File: config.mk
export PLATFORM = sky130hd
export DESIGN_NAME = mbtc_comparator
export DESIGN_NICKNAME = d
export VERILOG_FILES = /design/src/shared/mbtc_pkg.sv /design/src/mbtc_comparator.sv
export SDC_FILE = /design/constraint.sdc
export NUM_CORES = 1
export LEC_CHECK = 0
export BUFFER_PORTS_ARGS = -buffer_cell sky130_fd_sc_hd__buf_2
export CAP_MARGIN = 20
export CORE_UTILIZATION = 45
export CTS_CLUSTER_DIAMETER = 200
export DETAILED_ROUTE_END_ITERATION = 10
export MAX_ROUTING_LAYER = met4
export PLACE_DENSITY = 0.75
export SLEW_MARGIN = 30
export SYNTH_ARGS = -nofsm -noshare
export SYNTH_HDL_FRONTEND = slang
export SYNTH_SLANG_ARGS = --single-unit
File: constraint.sdc
create_clock -name ref_clk -period 3.2 [get_ports ref_clk]
set_clock_uncertainty 0.1 [all_clocks]
set_input_delay 0.16 -clock ref_clk [delete_from_list [all_inputs] [get_ports ref_clk]]
set_output_delay 0.16 -clock ref_clk [all_outputs]
set_load 0.01 [all_outputs]
File: src/shared/mbtc_pkg.sv
// Constants shared by the masked BCD time comparator.
// Assumes one scan clock domain; no bus, registers reached by index.
`default_nettype none
package mbtc_pkg;
  // Operation select
  localparam logic [1:0] OP_TIME = 2'h0;
  localparam logic [1:0] OP_WORD = 2'h1;
  localparam logic [1:0] OP_WORD_REFRESH = 2'h2;
  // Logic form of a time compare
  localparam logic [1:0] FORM_LOAD = 2'h0;
  localparam logic [1:0] FORM_AND = 2'h1;
  localparam logic [1:0] FORM_OR = 2'h2;
  // Function codes of the six time relations
  localparam logic [9:0] FC_EQ = 10'd341;
  localparam logic [9:0] FC_NE = 10'd342;
  localparam logic [9:0] FC_LT = 10'd343;
  localparam logic [9:0] FC_LE = 10'd344;
  localparam logic [9:0] FC_GT = 10'd345;
  localparam logic [9:0] FC_GE = 10'd346;
  // Field geometry
  localparam int FIELD_W = 8;
  localparam int WORD_W = 16;
  localparam int NUM_FIELDS = 6;
  localparam int NUM_WORDS = 3;
  localparam logic [5:0] MASK_ALL = 6'h3f;
  // Field positions in the mask word and in the 48-bit time image
  localparam int FLD_SEC = 0;
  localparam int FLD_MIN = 1;
  localparam int FLD_HOUR = 2;
  localparam int FLD_DAY = 3;
  localparam int FLD_MONTH = 4;
  localparam int FLD_YEAR = 5;
  // Flag positions
  localparam int FLG_EQ = 0;
  localparam int FLG_NE = 1;
  localparam int FLG_LT = 2;
  localparam int FLG_LE = 3;
  localparam int FLG_GT = 4;
  localparam int FLG_GE = 5;
  // Calendar word indices and reset values
  localparam logic [1:0] CAL_IDX_SEC_MIN = 2'h0;
  localparam logic [1:0] CAL_IDX_HOUR_DAY = 2'h1;
  localparam logic [1:0] CAL_IDX_MON_YEAR = 2'h2;
  localparam logic [15:0] CAL_RST_SEC_MIN = 16'h0000;
  localparam logic [15:0] CAL_RST_HOUR_DAY = 16'h0100;
  localparam logic [15:0] CAL_RST_MON_YEAR = 16'h0001;
  // Flag patterns for equal, greater and less outcomes
  localparam logic [5:0] FLAGS_EQ = 6'h29;
  localparam logic [5:0] FLAGS_GT = 6'h32;
  localparam logic [5:0] FLAGS_LT = 6'h0e;
endpackage : mbtc_pkg
`default_nettype wire

File: src/mbtc_comparator.sv
// Masked BCD time comparator with unsigned one-word compare.
// Assumes instruction strobes come from logic on ref_clk; ext_in_word is a pin.
`timescale 1ns/1ps
`default_nettype none
// Function
// - Time compare drives condition when relation holds
// - Mask bits 0-5: sec,min,hour,day,month,year
// - Mask bit 1 excludes field, 0 includes
// - All masked: no execute, condition off, fault
// - Fields are bytes, low byte less significant
// - Words: sec/min, hour/day, month/year, BCD
// - Six relational flags set from outcome
// - Six relations, codes 341 up, three forms
// - Load starts, and/or combine preceding condition
// - Calendar select uses internal calendar words
// - Word compare: unsigned 16-bit, flags only
// - Word flags follow unsigned first-vs-second order
// - Word compare runs each enabled cycle
// - Refresh variant samples external word first
module mbtc_comparator
  import mbtc_pkg::*;
(
  input wire logic ref_clk,
  input wire logic rst_n,
  input wire logic instr_valid,
  input wire logic [1:0] instr_op,
  input wire logic [9:0] time_func_code,
  input wire logic [1:0] time_form,
  input wire logic cond_in,
  input wire logic [15:0] mask_ctrl,
  input wire logic use_calendar,
  input wire logic [15:0] present_w0,
  input wire logic [15:0] present_w1,
  input wire logic [15:0] present_w2,
  input wire logic [15:0] reference_w0,
  input wire logic [15:0] reference_w1,
  input wire logic [15:0] reference_w2,
  input wire logic [15:0] word_a,
  input wire logic [15:0] word_b,
  input wire logic a_is_ext,
  input wire logic b_is_ext,
  input wire logic [15:0] ext_in_word,
  input wire logic io_refresh,
  input wire logic cal_wr,
  input wire logic [1:0] cal_idx,
  input wire logic [15:0] cal_wdata,
  output logic exec_cond,
  output logic fault_flag,
  output logic eq_flag,
  output logic ne_flag,
  output logic lt_flag,
  output logic le_flag,
  output logic gt_flag,
  output logic ge_flag,
  output logic done,
  output logic [15:0] calendar_seconds_minutes,
  output logic [15:0] calendar_hour_day,
  output logic [15:0] calendar_month_year
);

  logic [15:0] ext_sync1_reg;
  logic [15:0] ext_sync2_reg;
  logic [15:0] ext_image_reg;
  logic [15:0] cal_reg [NUM_WORDS];
  logic exec_reg;
  logic exec_next;
  logic fault_reg;
  logic fault_next;
  logic [5:0] flag_reg;
  logic [5:0] flag_next;
  logic done_reg;

  // External input word, two flops before use
  always_ff @(posedge ref_clk or negedge rst_n) begin
    if (!rst_n) begin
      ext_sync1_reg <= 16'h0000;
      ext_sync2_reg <= 16'h0000;
    end else begin
      ext_sync1_reg <= ext_in_word;
      ext_sync2_reg <= ext_sync1_reg;
    end
  end

  wire is_time = instr_valid && (instr_op == OP_TIME);
  wire is_word = instr_valid && (instr_op == OP_WORD);
  wire is_wref = instr_valid && (instr_op == OP_WORD_REFRESH);

  // Input image: scan refresh or a refreshed compare with an external operand loads it
  wire img_load = io_refresh || (is_wref && (a_is_ext || b_is_ext));
  always_ff @(posedge ref_clk or negedge rst_n) begin
    if (!rst_n) begin
      ext_image_reg <= 16'h0000;
    end else if (img_load) begin
      ext_image_reg <= ext_sync2_reg;
    end
  end

  // Calendar words, written by the calendar set instruction
  always_ff @(posedge ref_clk or negedge rst_n) begin
    if (!rst_n) begin
      cal_reg[CAL_IDX_SEC_MIN] <= CAL_RST_SEC_MIN;
      cal_reg[CAL_IDX_HOUR_DAY] <= CAL_RST_HOUR_DAY;
      cal_reg[CAL_IDX_MON_YEAR] <= CAL_RST_MON_YEAR;
    end else if (cal_wr && (cal_idx <= CAL_IDX_MON_YEAR)) begin
      cal_reg[cal_idx] <= cal_wdata;
    end
  end

  // Present time from calendar or operand words
  wire [47:0] pres_img = use_calendar ?
    {cal_reg[CAL_IDX_MON_YEAR], cal_reg[CAL_IDX_HOUR_DAY], cal_reg[CAL_IDX_SEC_MIN]} :
    {present_w2, present_w1, present_w0};
  wire [47:0] refr_img = {reference_w2, reference_w1, reference_w0};
  wire [5:0] mask = mask_ctrl[NUM_FIELDS-1:0];
  wire all_masked = (mask == MASK_ALL);

  // Per-field byte compare, low byte is the less significant field
  logic [5:0] fld_ne;
  logic [5:0] fld_gt;
  genvar gi;
  generate
    for (gi = 0; gi < NUM_FIELDS; gi++) begin : g_field
      wire [7:0] p_b = pres_img[FIELD_W*gi +: FIELD_W];
      wire [7:0] r_b = refr_img[FIELD_W*gi +: FIELD_W];
      assign fld_ne[gi] = !mask[gi] && (p_b != r_b);
      assign fld_gt[gi] = p_b > r_b;
    end
  endgenerate

  // Most significant differing unmasked field decides
  logic t_gt;
  always_comb begin
    t_gt = 1'b0;
    for (int i = 0; i < NUM_FIELDS; i++) begin
      if (fld_ne[i]) begin
        t_gt = fld_gt[i];
      end
    end
  end
  wire t_eq = (fld_ne == 6'h00);
  wire [5:0] t_flags = t_eq ? FLAGS_EQ : (t_gt ? FLAGS_GT : FLAGS_LT);

  // Relation selected by function code
  wire rel_hit =
    ((time_func_code == FC_EQ) && t_flags[FLG_EQ]) ||
    ((time_func_code == FC_NE) && t_flags[FLG_NE]) ||
    ((time_func_code == FC_LT) && t_flags[FLG_LT]) ||
    ((time_func_code == FC_LE) && t_flags[FLG_LE]) ||
    ((time_func_code == FC_GT) && t_flags[FLG_GT]) ||
    ((time_func_code == FC_GE) && t_flags[FLG_GE]);

  // Combine with preceding condition per form
  wire form_res = (time_form == FORM_AND) ? (cond_in && rel_hit) :
                  (time_form == FORM_OR) ? (cond_in || rel_hit) : rel_hit;

  // Unsigned word compare operands
  wire [15:0] ext_val = is_wref ? ext_sync2_reg : ext_image_reg;
  wire [15:0] op_a = a_is_ext ? ext_val : word_a;
  wire [15:0] op_b = b_is_ext ? ext_val : word_b;
  wire [5:0] w_flags = (op_a == op_b) ? FLAGS_EQ :
                       (op_a > op_b) ? FLAGS_GT : FLAGS_LT;

  // Next-state selection
  assign exec_next = is_time ? (!all_masked && form_res) : exec_reg;
  assign fault_next = is_time ? all_masked : fault_reg;
  assign flag_next = (is_time && !all_masked) ? t_flags :
                     (is_word || is_wref) ? w_flags : flag_reg;

  // Result registers
  always_ff @(posedge ref_clk or negedge rst_n) begin
    if (!rst_n) begin
      exec_reg <= 1'b0;
      fault_reg <= 1'b0;
      flag_reg <= 6'h00;
      done_reg <= 1'b0;
    end else begin
      exec_reg <= exec_next;
      fault_reg <= fault_next;
      flag_reg <= flag_next;
      done_reg <= instr_valid;
    end
  end

  // Outputs straight from flops
  assign exec_cond = exec_reg;
  assign fault_flag = fault_reg;
  assign eq_flag = flag_reg[FLG_EQ];
  assign ne_flag = flag_reg[FLG_NE];
  assign lt_flag = flag_reg[FLG_LT];
  assign le_flag = flag_reg[FLG_LE];
  assign gt_flag = flag_reg[FLG_GT];
  assign ge_flag = flag_reg[FLG_GE];
  assign done = done_reg;
  assign calendar_seconds_minutes = cal_reg[CAL_IDX_SEC_MIN];
  assign calendar_hour_day = cal_reg[CAL_IDX_HOUR_DAY];
  assign calendar_month_year = cal_reg[CAL_IDX_MON_YEAR];

  // Masked time images, used only by the checks below
  // Unsigned order of these equals the year-first field order
  wire [47:0] keep_bits = {{FIELD_W{!mask[FLD_YEAR]}}, {FIELD_W{!mask[FLD_MONTH]}},
    {FIELD_W{!mask[FLD_DAY]}}, {FIELD_W{!mask[FLD_HOUR]}}, {FIELD_W{!mask[FLD_MIN]}},
    {FIELD_W{!mask[FLD_SEC]}}};
  wire [47:0] pres_kept = pres_img & keep_bits;
  wire [47:0] refr_kept = refr_img & keep_bits;
endmodule : mbtc_comparator
`default_nettype wire

# After elaboration in Yosys (flattened, before gate mapping)
# Cells that the tools add are included.
[classes]
magnitude_cmp = 10
n_eq_ne = 18
muxes = 21
n_bitwise = 1
n_reduce_logical = 40
[ops]
columns = ["cell", "n"]
rows = [
  ["2-to-1 mux 16 bit", 4],
  ["equality test 10 x 9 -> 1 bit, second input constant", 6],
  ["bitwise mux 48 bit", 1],
  ["greater-than comparator 8 bit", 6],
  ["2-to-1 mux 48 bit", 1],
  ["!= test 8 bit", 6],
  ["2-to-1 mux 6 bit", 6],
  ["demux 16 bit (select 2 bit)", 1],
  ["logical AND 1 bit", 21],
  ["equality test 16 bit", 1],
  ["greater-than comparator 16 bit", 1],
  ["logical OR 1 bit", 9],
  ["2-to-1 mux 1 bit", 8],
  ["zero test 1 bit", 7],
  ["equality test 6 bit, second input constant", 1],
  ["zero test 6 bit", 1],
  ["equality test 2 x 1 -> 1 bit, second input constant", 2],
  ["equality test 2 bit, second input constant", 2],
  [">= comparator 3 bit, second input constant", 1],
  ["less-than comparator 3 x 1 -> 1 bit, second input constant", 1],
  ["inverter 2 -> 3 bit", 1],
  ["<= comparator 2 bit, second input constant", 1],
  ["zero test 2 bit", 1],
  ["nonzero test 2 bit", 1],
]
[totals]
reg_bits = 105
inputBits = 201
out_inout_bits = 57
wordCells = 100

# Depth between registers and ports, before layout
[logic_depth]
depth_word = 21
ltp_mapped = 15
mapped_depth_nobuf = 13

# Worst setup path after synthesis
# Ideal clock, no wire load.
[synth_path]
path_kind = "input-to-reg"
from = "in use_calendar"
to = "reg exec_reg (netlist: exec_cond)"
setup_ns = 0.099
arrival_time_ns = 3.055
required_time_ns = 3.001
slack_ns = -0.054
stages = 12
path_buffers = 2
path_cell_list = "clkbuf_1 > clkbuf_1 > mux2_2 > ha_1 > nor2b_1 > o211ai_1 > a21oi_1 > o32a_1 > a311oi_2 > or2_2 > o211ai_2 > a311oi_1"
[synth_via]
elab_chain_cells = 20
elab_cells_between_ends = 44
classes_between = "order compare (6); eq/ne (6); mux (11); reduce/logical (21)"
[synth_lines]
columns = ["element", "line_no", "source"]
rows = [
  ["from (decl)", "mbtc_comparator.sv:31", "input wire logic use_calendar,"],
  ["2-to-1 mux 48 bit (*)", "mbtc_comparator.sv:110", "wire [47:0] pres_img = use_calendar ?"],
  ["branches (longest 9 deep; another with greater-than comparator 8 bit)", "n/a", ""],
  ["2-to-1 mux 6 bit (*)", "mbtc_comparator.sv:141", "wire [5:0] t_flags = t_eq ? FLAGS_EQ : (t_gt ? FLAGS_GT : FLAGS_LT);"],
  ["logical AND 1 bit", "mbtc_comparator.sv:147", "((time_func_code == FC_LT) && t_flags[FLG_LT]) ||"],
  ["logical OR 1 bit", "mbtc_comparator.sv:146", "((time_func_code == FC_NE) && t_flags[FLG_NE]) ||"],
  ["logical OR 1 bit", "mbtc_comparator.sv:147", ""],
  ["logical OR 1 bit", "mbtc_comparator.sv:148", "((time_func_code == FC_LE) && t_flags[FLG_LE]) ||"],
  ["logical OR 1 bit (*)", "mbtc_comparator.sv:149", "((time_func_code == FC_GT) && t_flags[FLG_GT]) ||"],
  ["logical OR 1 bit", "mbtc_comparator.sv:154", "(time_form == FORM_OR) ? (cond_in || rel_hit) : rel_hit;"],
  ["2-to-1 mux 1 bit", "mbtc_comparator.sv:154", ""],
  ["2-to-1 mux 1 bit (*)", "mbtc_comparator.sv:153", "wire form_res = (time_form == FORM_AND) ? (cond_in && rel_hit) :"],
  ["logical AND 1 bit (*)", "mbtc_comparator.sv:164", "assign exec_next = is_time ? (!all_masked && form_res) : exec_reg;"],
  ["to (signal assigned)", "mbtc_comparator.sv:177", "exec_reg <= exec_next;"],
  ["to (decl)", "mbtc_comparator.sv:65", "logic exec_reg;"],
]
# Mark *: on every way between the ends.
# A chain may end at the register's enable or synchronous reset.

# Worst setup path in the final report
[layout_path]
from = "reg cal_reg, in the netlist calendar_seconds_minutes[13]"
to = "reg exec_reg (netlist: exec_cond)"
[layout_via]
elab_chain_cells = 19
elab_cells_between_ends = 28
classes_between = "order compare (1); eq/ne (1); mux (10); reduce/logical (16)"
[layout_lines]
columns = ["element", "line_no", "source"]
rows = [
  ["from (decl)", "mbtc_comparator.sv:64", "logic [15:0] cal_reg [NUM_WORDS];"],
  ["from (signal, indexed assignment)", "mbtc_comparator.sv:105", "cal_reg[cal_idx] <= cal_wdata;"],
  ["2-to-1 mux 48 bit (*)", "mbtc_comparator.sv:110", ""],
  ["branches (longest 8 deep; another with greater-than comparator 8 bit)", "n/a", ""],
  ["2-to-1 mux 6 bit (*)", "mbtc_comparator.sv:141", ""],
  ["logical AND 1 bit", "mbtc_comparator.sv:147", ""],
  ["logical OR 1 bit", "mbtc_comparator.sv:146", ""],
  ["logical OR 1 bit", "mbtc_comparator.sv:147", ""],
  ["logical OR 1 bit", "mbtc_comparator.sv:148", ""],
  ["logical OR 1 bit (*)", "mbtc_comparator.sv:149", ""],
  ["logical OR 1 bit", "mbtc_comparator.sv:154", ""],
  ["2-to-1 mux 1 bit", "mbtc_comparator.sv:154", ""],
  ["2-to-1 mux 1 bit (*)", "mbtc_comparator.sv:153", ""],
  ["logical AND 1 bit (*)", "mbtc_comparator.sv:164", ""],
]
# Marks and branches as above.

==> metrics.md <==
| Metric | Value |
|---|---|
| Die height | `around 120 um` |
| Post-DP HPWL | `between 10,000 and 15,000 um` |
| Post-CTS Setup Bufs | `0` |
| Worst-path maximum fanout | `3` |
| Final global-route overflow total | `0` |
| Switching power | `about 0.0012 W` |
| Cell Int Power | `0.002801 W` |
| Final setup viols | `0` |
| Register area share after synthesis | `41.57%` |
| Placed cell area | `~8000 um^2` |
| Yosys top cell area share | `40.74%` |
| Drt initial violations | `138` |
| Via Count | `~5,400` |
| Clock sinks | `around 110` |
| CP endpoint kind | `flop` |
| First-pass GRT wire length | `25,950 um` |
| Ant diodes | `0` |
| MaxCap Viol Count | `0` |
| CP Cell Sequence | `mux2_2, ha_1, a211oi_1, nor2_1, or3_1, o32a_1, a311oi_2, or2_2, o211ai_2, a311oi_1` |
| Vias per inst | `between 5 and 6` |
| RSZ-0062 raised after global routing | `no` |
| Routability cong. | `about 0.85` |
| Synth area leaders | `dfrtp_1, mux2_2, ha_1, mux2i_1, inv_1` |
| Post-CTS sizing | `0` |
| Cell Area, Synth | `6326 um^2` |
| Logic pwr share | `approximately 28%` |
| Worst-Skew Late Latency | `~350 ps` |
| Post-synth ARST share | `100.0%` |
| Initial antenna violation count | `0` |
| CTS root buffer | `clkbuf_16` |
| Clock power share | `30.6%` |
| #FFs+latches synth | `105` |
| # H-tree levels | `3` |
| Setup_tns | `0 ps` |
| Mapped Nets | `845` |
| Largest area contributor in the netlist | `dfrtp_1` |
| CP max-delay cell | `dfrtp_1` |
| Clk slew on worst S/H paths | `70 ps` |
| Critical path class | `reg2reg` |
| CTS Buf Count | `9` |
| Final Core Density | `between 60% and 70%` |
| Clock Path Buffers | `2` |
| PwrDens | `about 470 nW/um^2` |
| Final ANT Viol Nets | `0` |
| Status | `complete, no violations` |
| Crit path DAT | `roughly 3000 ps` |
| Row count | `42` |
| Area Overhead vs Synth | `34.69%` |
| Post-synth EDFFs | `0` |
| Reg power frac | `41.0%` |
| Type of origin of the critical path | `flop` |
| Final worst-path cycle share | `approximately nine tenths` |
| Leakage | `between 4 and 5 nW` |
| CTS Hold Bufs | `34` |
| PortBufs | `~250` |
| Ys Warns | `0` |
| Sw Share | `29.45%` |
| Vias in the first global route | `between 5,000 and 6,000` |
| Nets | `1,129` |
| DRC Markers | `0` |
| Ys flop type | `dfrtp_1` |
| Req. time, crit path | `roughly 3400 ps` |
| Critical path's largest stage delay | `around 400 ps` |
| CP delay by family, top | `compound AO/OA/AOI/OAI gates` |
| CP Buf/Inv Count | `0` |
| Fillers | `~1,100` |
| Pre-antenna DRT Iters | `4` |
| Share of cells above drive strength 1 | `a little under half` |
| Maximum number of pins on one net before global-route repair | `around 110` |
| Minimum clock period | `2901 ps` |
| Cells after synthesis | `580` |
| Peak supply drop | `0.2339 mV` |
| Commonest non-fill, non-tap cells in the layout | `buf_2, mux2_2, dfrtp_1, ha_1, inv_1` |
| Initial Utilization | `approximately 47%` |
| Syn avg cell area | `between 10 and 15 um^2` |
| Commonest non-fill, non-tap cell in the layout | `buf_2` |
| Die Span X | `approximately 120 um` |
| Total power | `0.003971 W` |
| Final Hold Viols | `0` |
| CTS tree | `built` |
| Core Box Area | `about 13,000 um^2` |
| Total GRT Usage | `between 20% and 30%` |
| Die area | `14,540 um^2` |
| Final WL | `roughly 16,000 um` |
| Final Max Tran Viols | `0` |
| Worst slew pin tran | `approximately 870 ps` |
| Number of library cell types mapped by synthesis | `45` |
| Final Instance Area | `approximately 8500 um^2` |
| Num ports | `between 200 and 300` |
| Min-delay worst type | `in2reg` |
| Worst rel slew slack | `41.82%` |
| Avg WL per Cell | `around 16 um` |
| FMAX | `between 300 and 400 MHz` |
[power by group through the flow]
stage / Sequential (W) / Combinational, W / Clock, W
floorplan: 0.00168 / 0.000595 / 0
finish: 0.00163 / 0.00113 / 0.00121
global placement: 0.00165 / 0.00107 / 0
detailed placement: 0.00165 / 0.00110 / 0
CTS: 0.00163 / 0.00114 / 0.00125
global route: 0.00165 / 0.00126 / 0.00131
[cells by family (layout without fill, tap and decap cells)]
logic type	Yosys count	count (layout)	share of synthesized area, %
DFF	105	105	41.57
and+or+nand+nor	116	116	9.355
muxes	129	129	22.53
AOI/OAI and AO/OA	100	100	9.929
adders and majority gates	64	64	12.66
buffers and inverters	66	355	3.956
[area by class of cell]
| cell class | instances | area [um^2] | area share (%) |
|---|---|---|---|
| inverter | 47 | 176.4 | 2.070 |
| tap | 176 | 220.2 | 2.584 |
| clock inverter | 7 | 106.4 | 1.248 |
| timing repair buffer | 292 | 1712 | 20.09 |
| sequential | 105 | 2630 | 30.87 |
| multi-input combinational | 409 | 3451 | 40.50 |
| clock buffer | 9 | 225.2 | 2.643 |
[final timing paths]
check / slack (ps) / cells after the start / startpoint / end
worst max-delay path: 300 / 10 / calendar_seconds_minutes[13]$_DFFE_PN0P_ / exec_cond$_DFFE_PN0P_
worst min-delay path: 30 / 3 / time_func_code[1] / exec_cond$_DFFE_PN0P_
worst max register to register: 300 / 10 / calendar_seconds_minutes[13]$_DFFE_PN0P_ / exec_cond$_DFFE_PN0P_
worst min register to register: 250 / 0 / ext_sync1_reg[6]$_DFF_PN0_ / ext_sync2_reg[6]$_DFF_PN0_
max in group asynchronous: 2260 / 3 / rst_n / ext_image_reg[11]$_DFFE_PN0P_
min in group asynchronous: 310 / 3 / rst_n / calendar_seconds_minutes[3]$_DFFE_PN0P_
[worst min-delay path, cell delays in order]
cell      delay, ps
buf_2            80
and2_1          110
a311oi_1         80
[per-layer routing]
layer | up-vias | share of wire [%] | global-route usage [%]
met5 | - | 0 | -
met4 | 0 | 1.5 | 6.867
met3 | 21 | 5.4 | 4.245
met2 | 166 | 51 | 42.28
met1 | 2540 | 42 | 27.39
li1 | 2660 | - | -
[per-stage QoR]
stage          hold WS, ps  cells  setup slack (ps)
4_1_cts              19.87   1045             238.8
2_1_floorplan       -235.6    580             95.02
6_report             28.33   1045             298.7
5_1_grt              38.56   1045             127.0
3_3_place_gp         164.1    995             72.23
3_5_place_dp         170.0    995             22.77
[synthesized netlist by cell type, drive strengths merged (3+ instances only)]
library cell,instances
a211o,3
a211oi,7
a21o,5
a21oi,34
buf,4
clkbuf,15
dfrtp,103
ha,64
inv,47
mux2,107
mux2i,22
nand2,25
nand2b,3
nand3,3
nand3b,4
nand4,16
nor2,35
nor2b,10
nor3,6
nor3b,3
o211ai,9
o21a,4
o21ai,25
o21bai,5
Note: power is estimated with default switching activity, not from simulation.
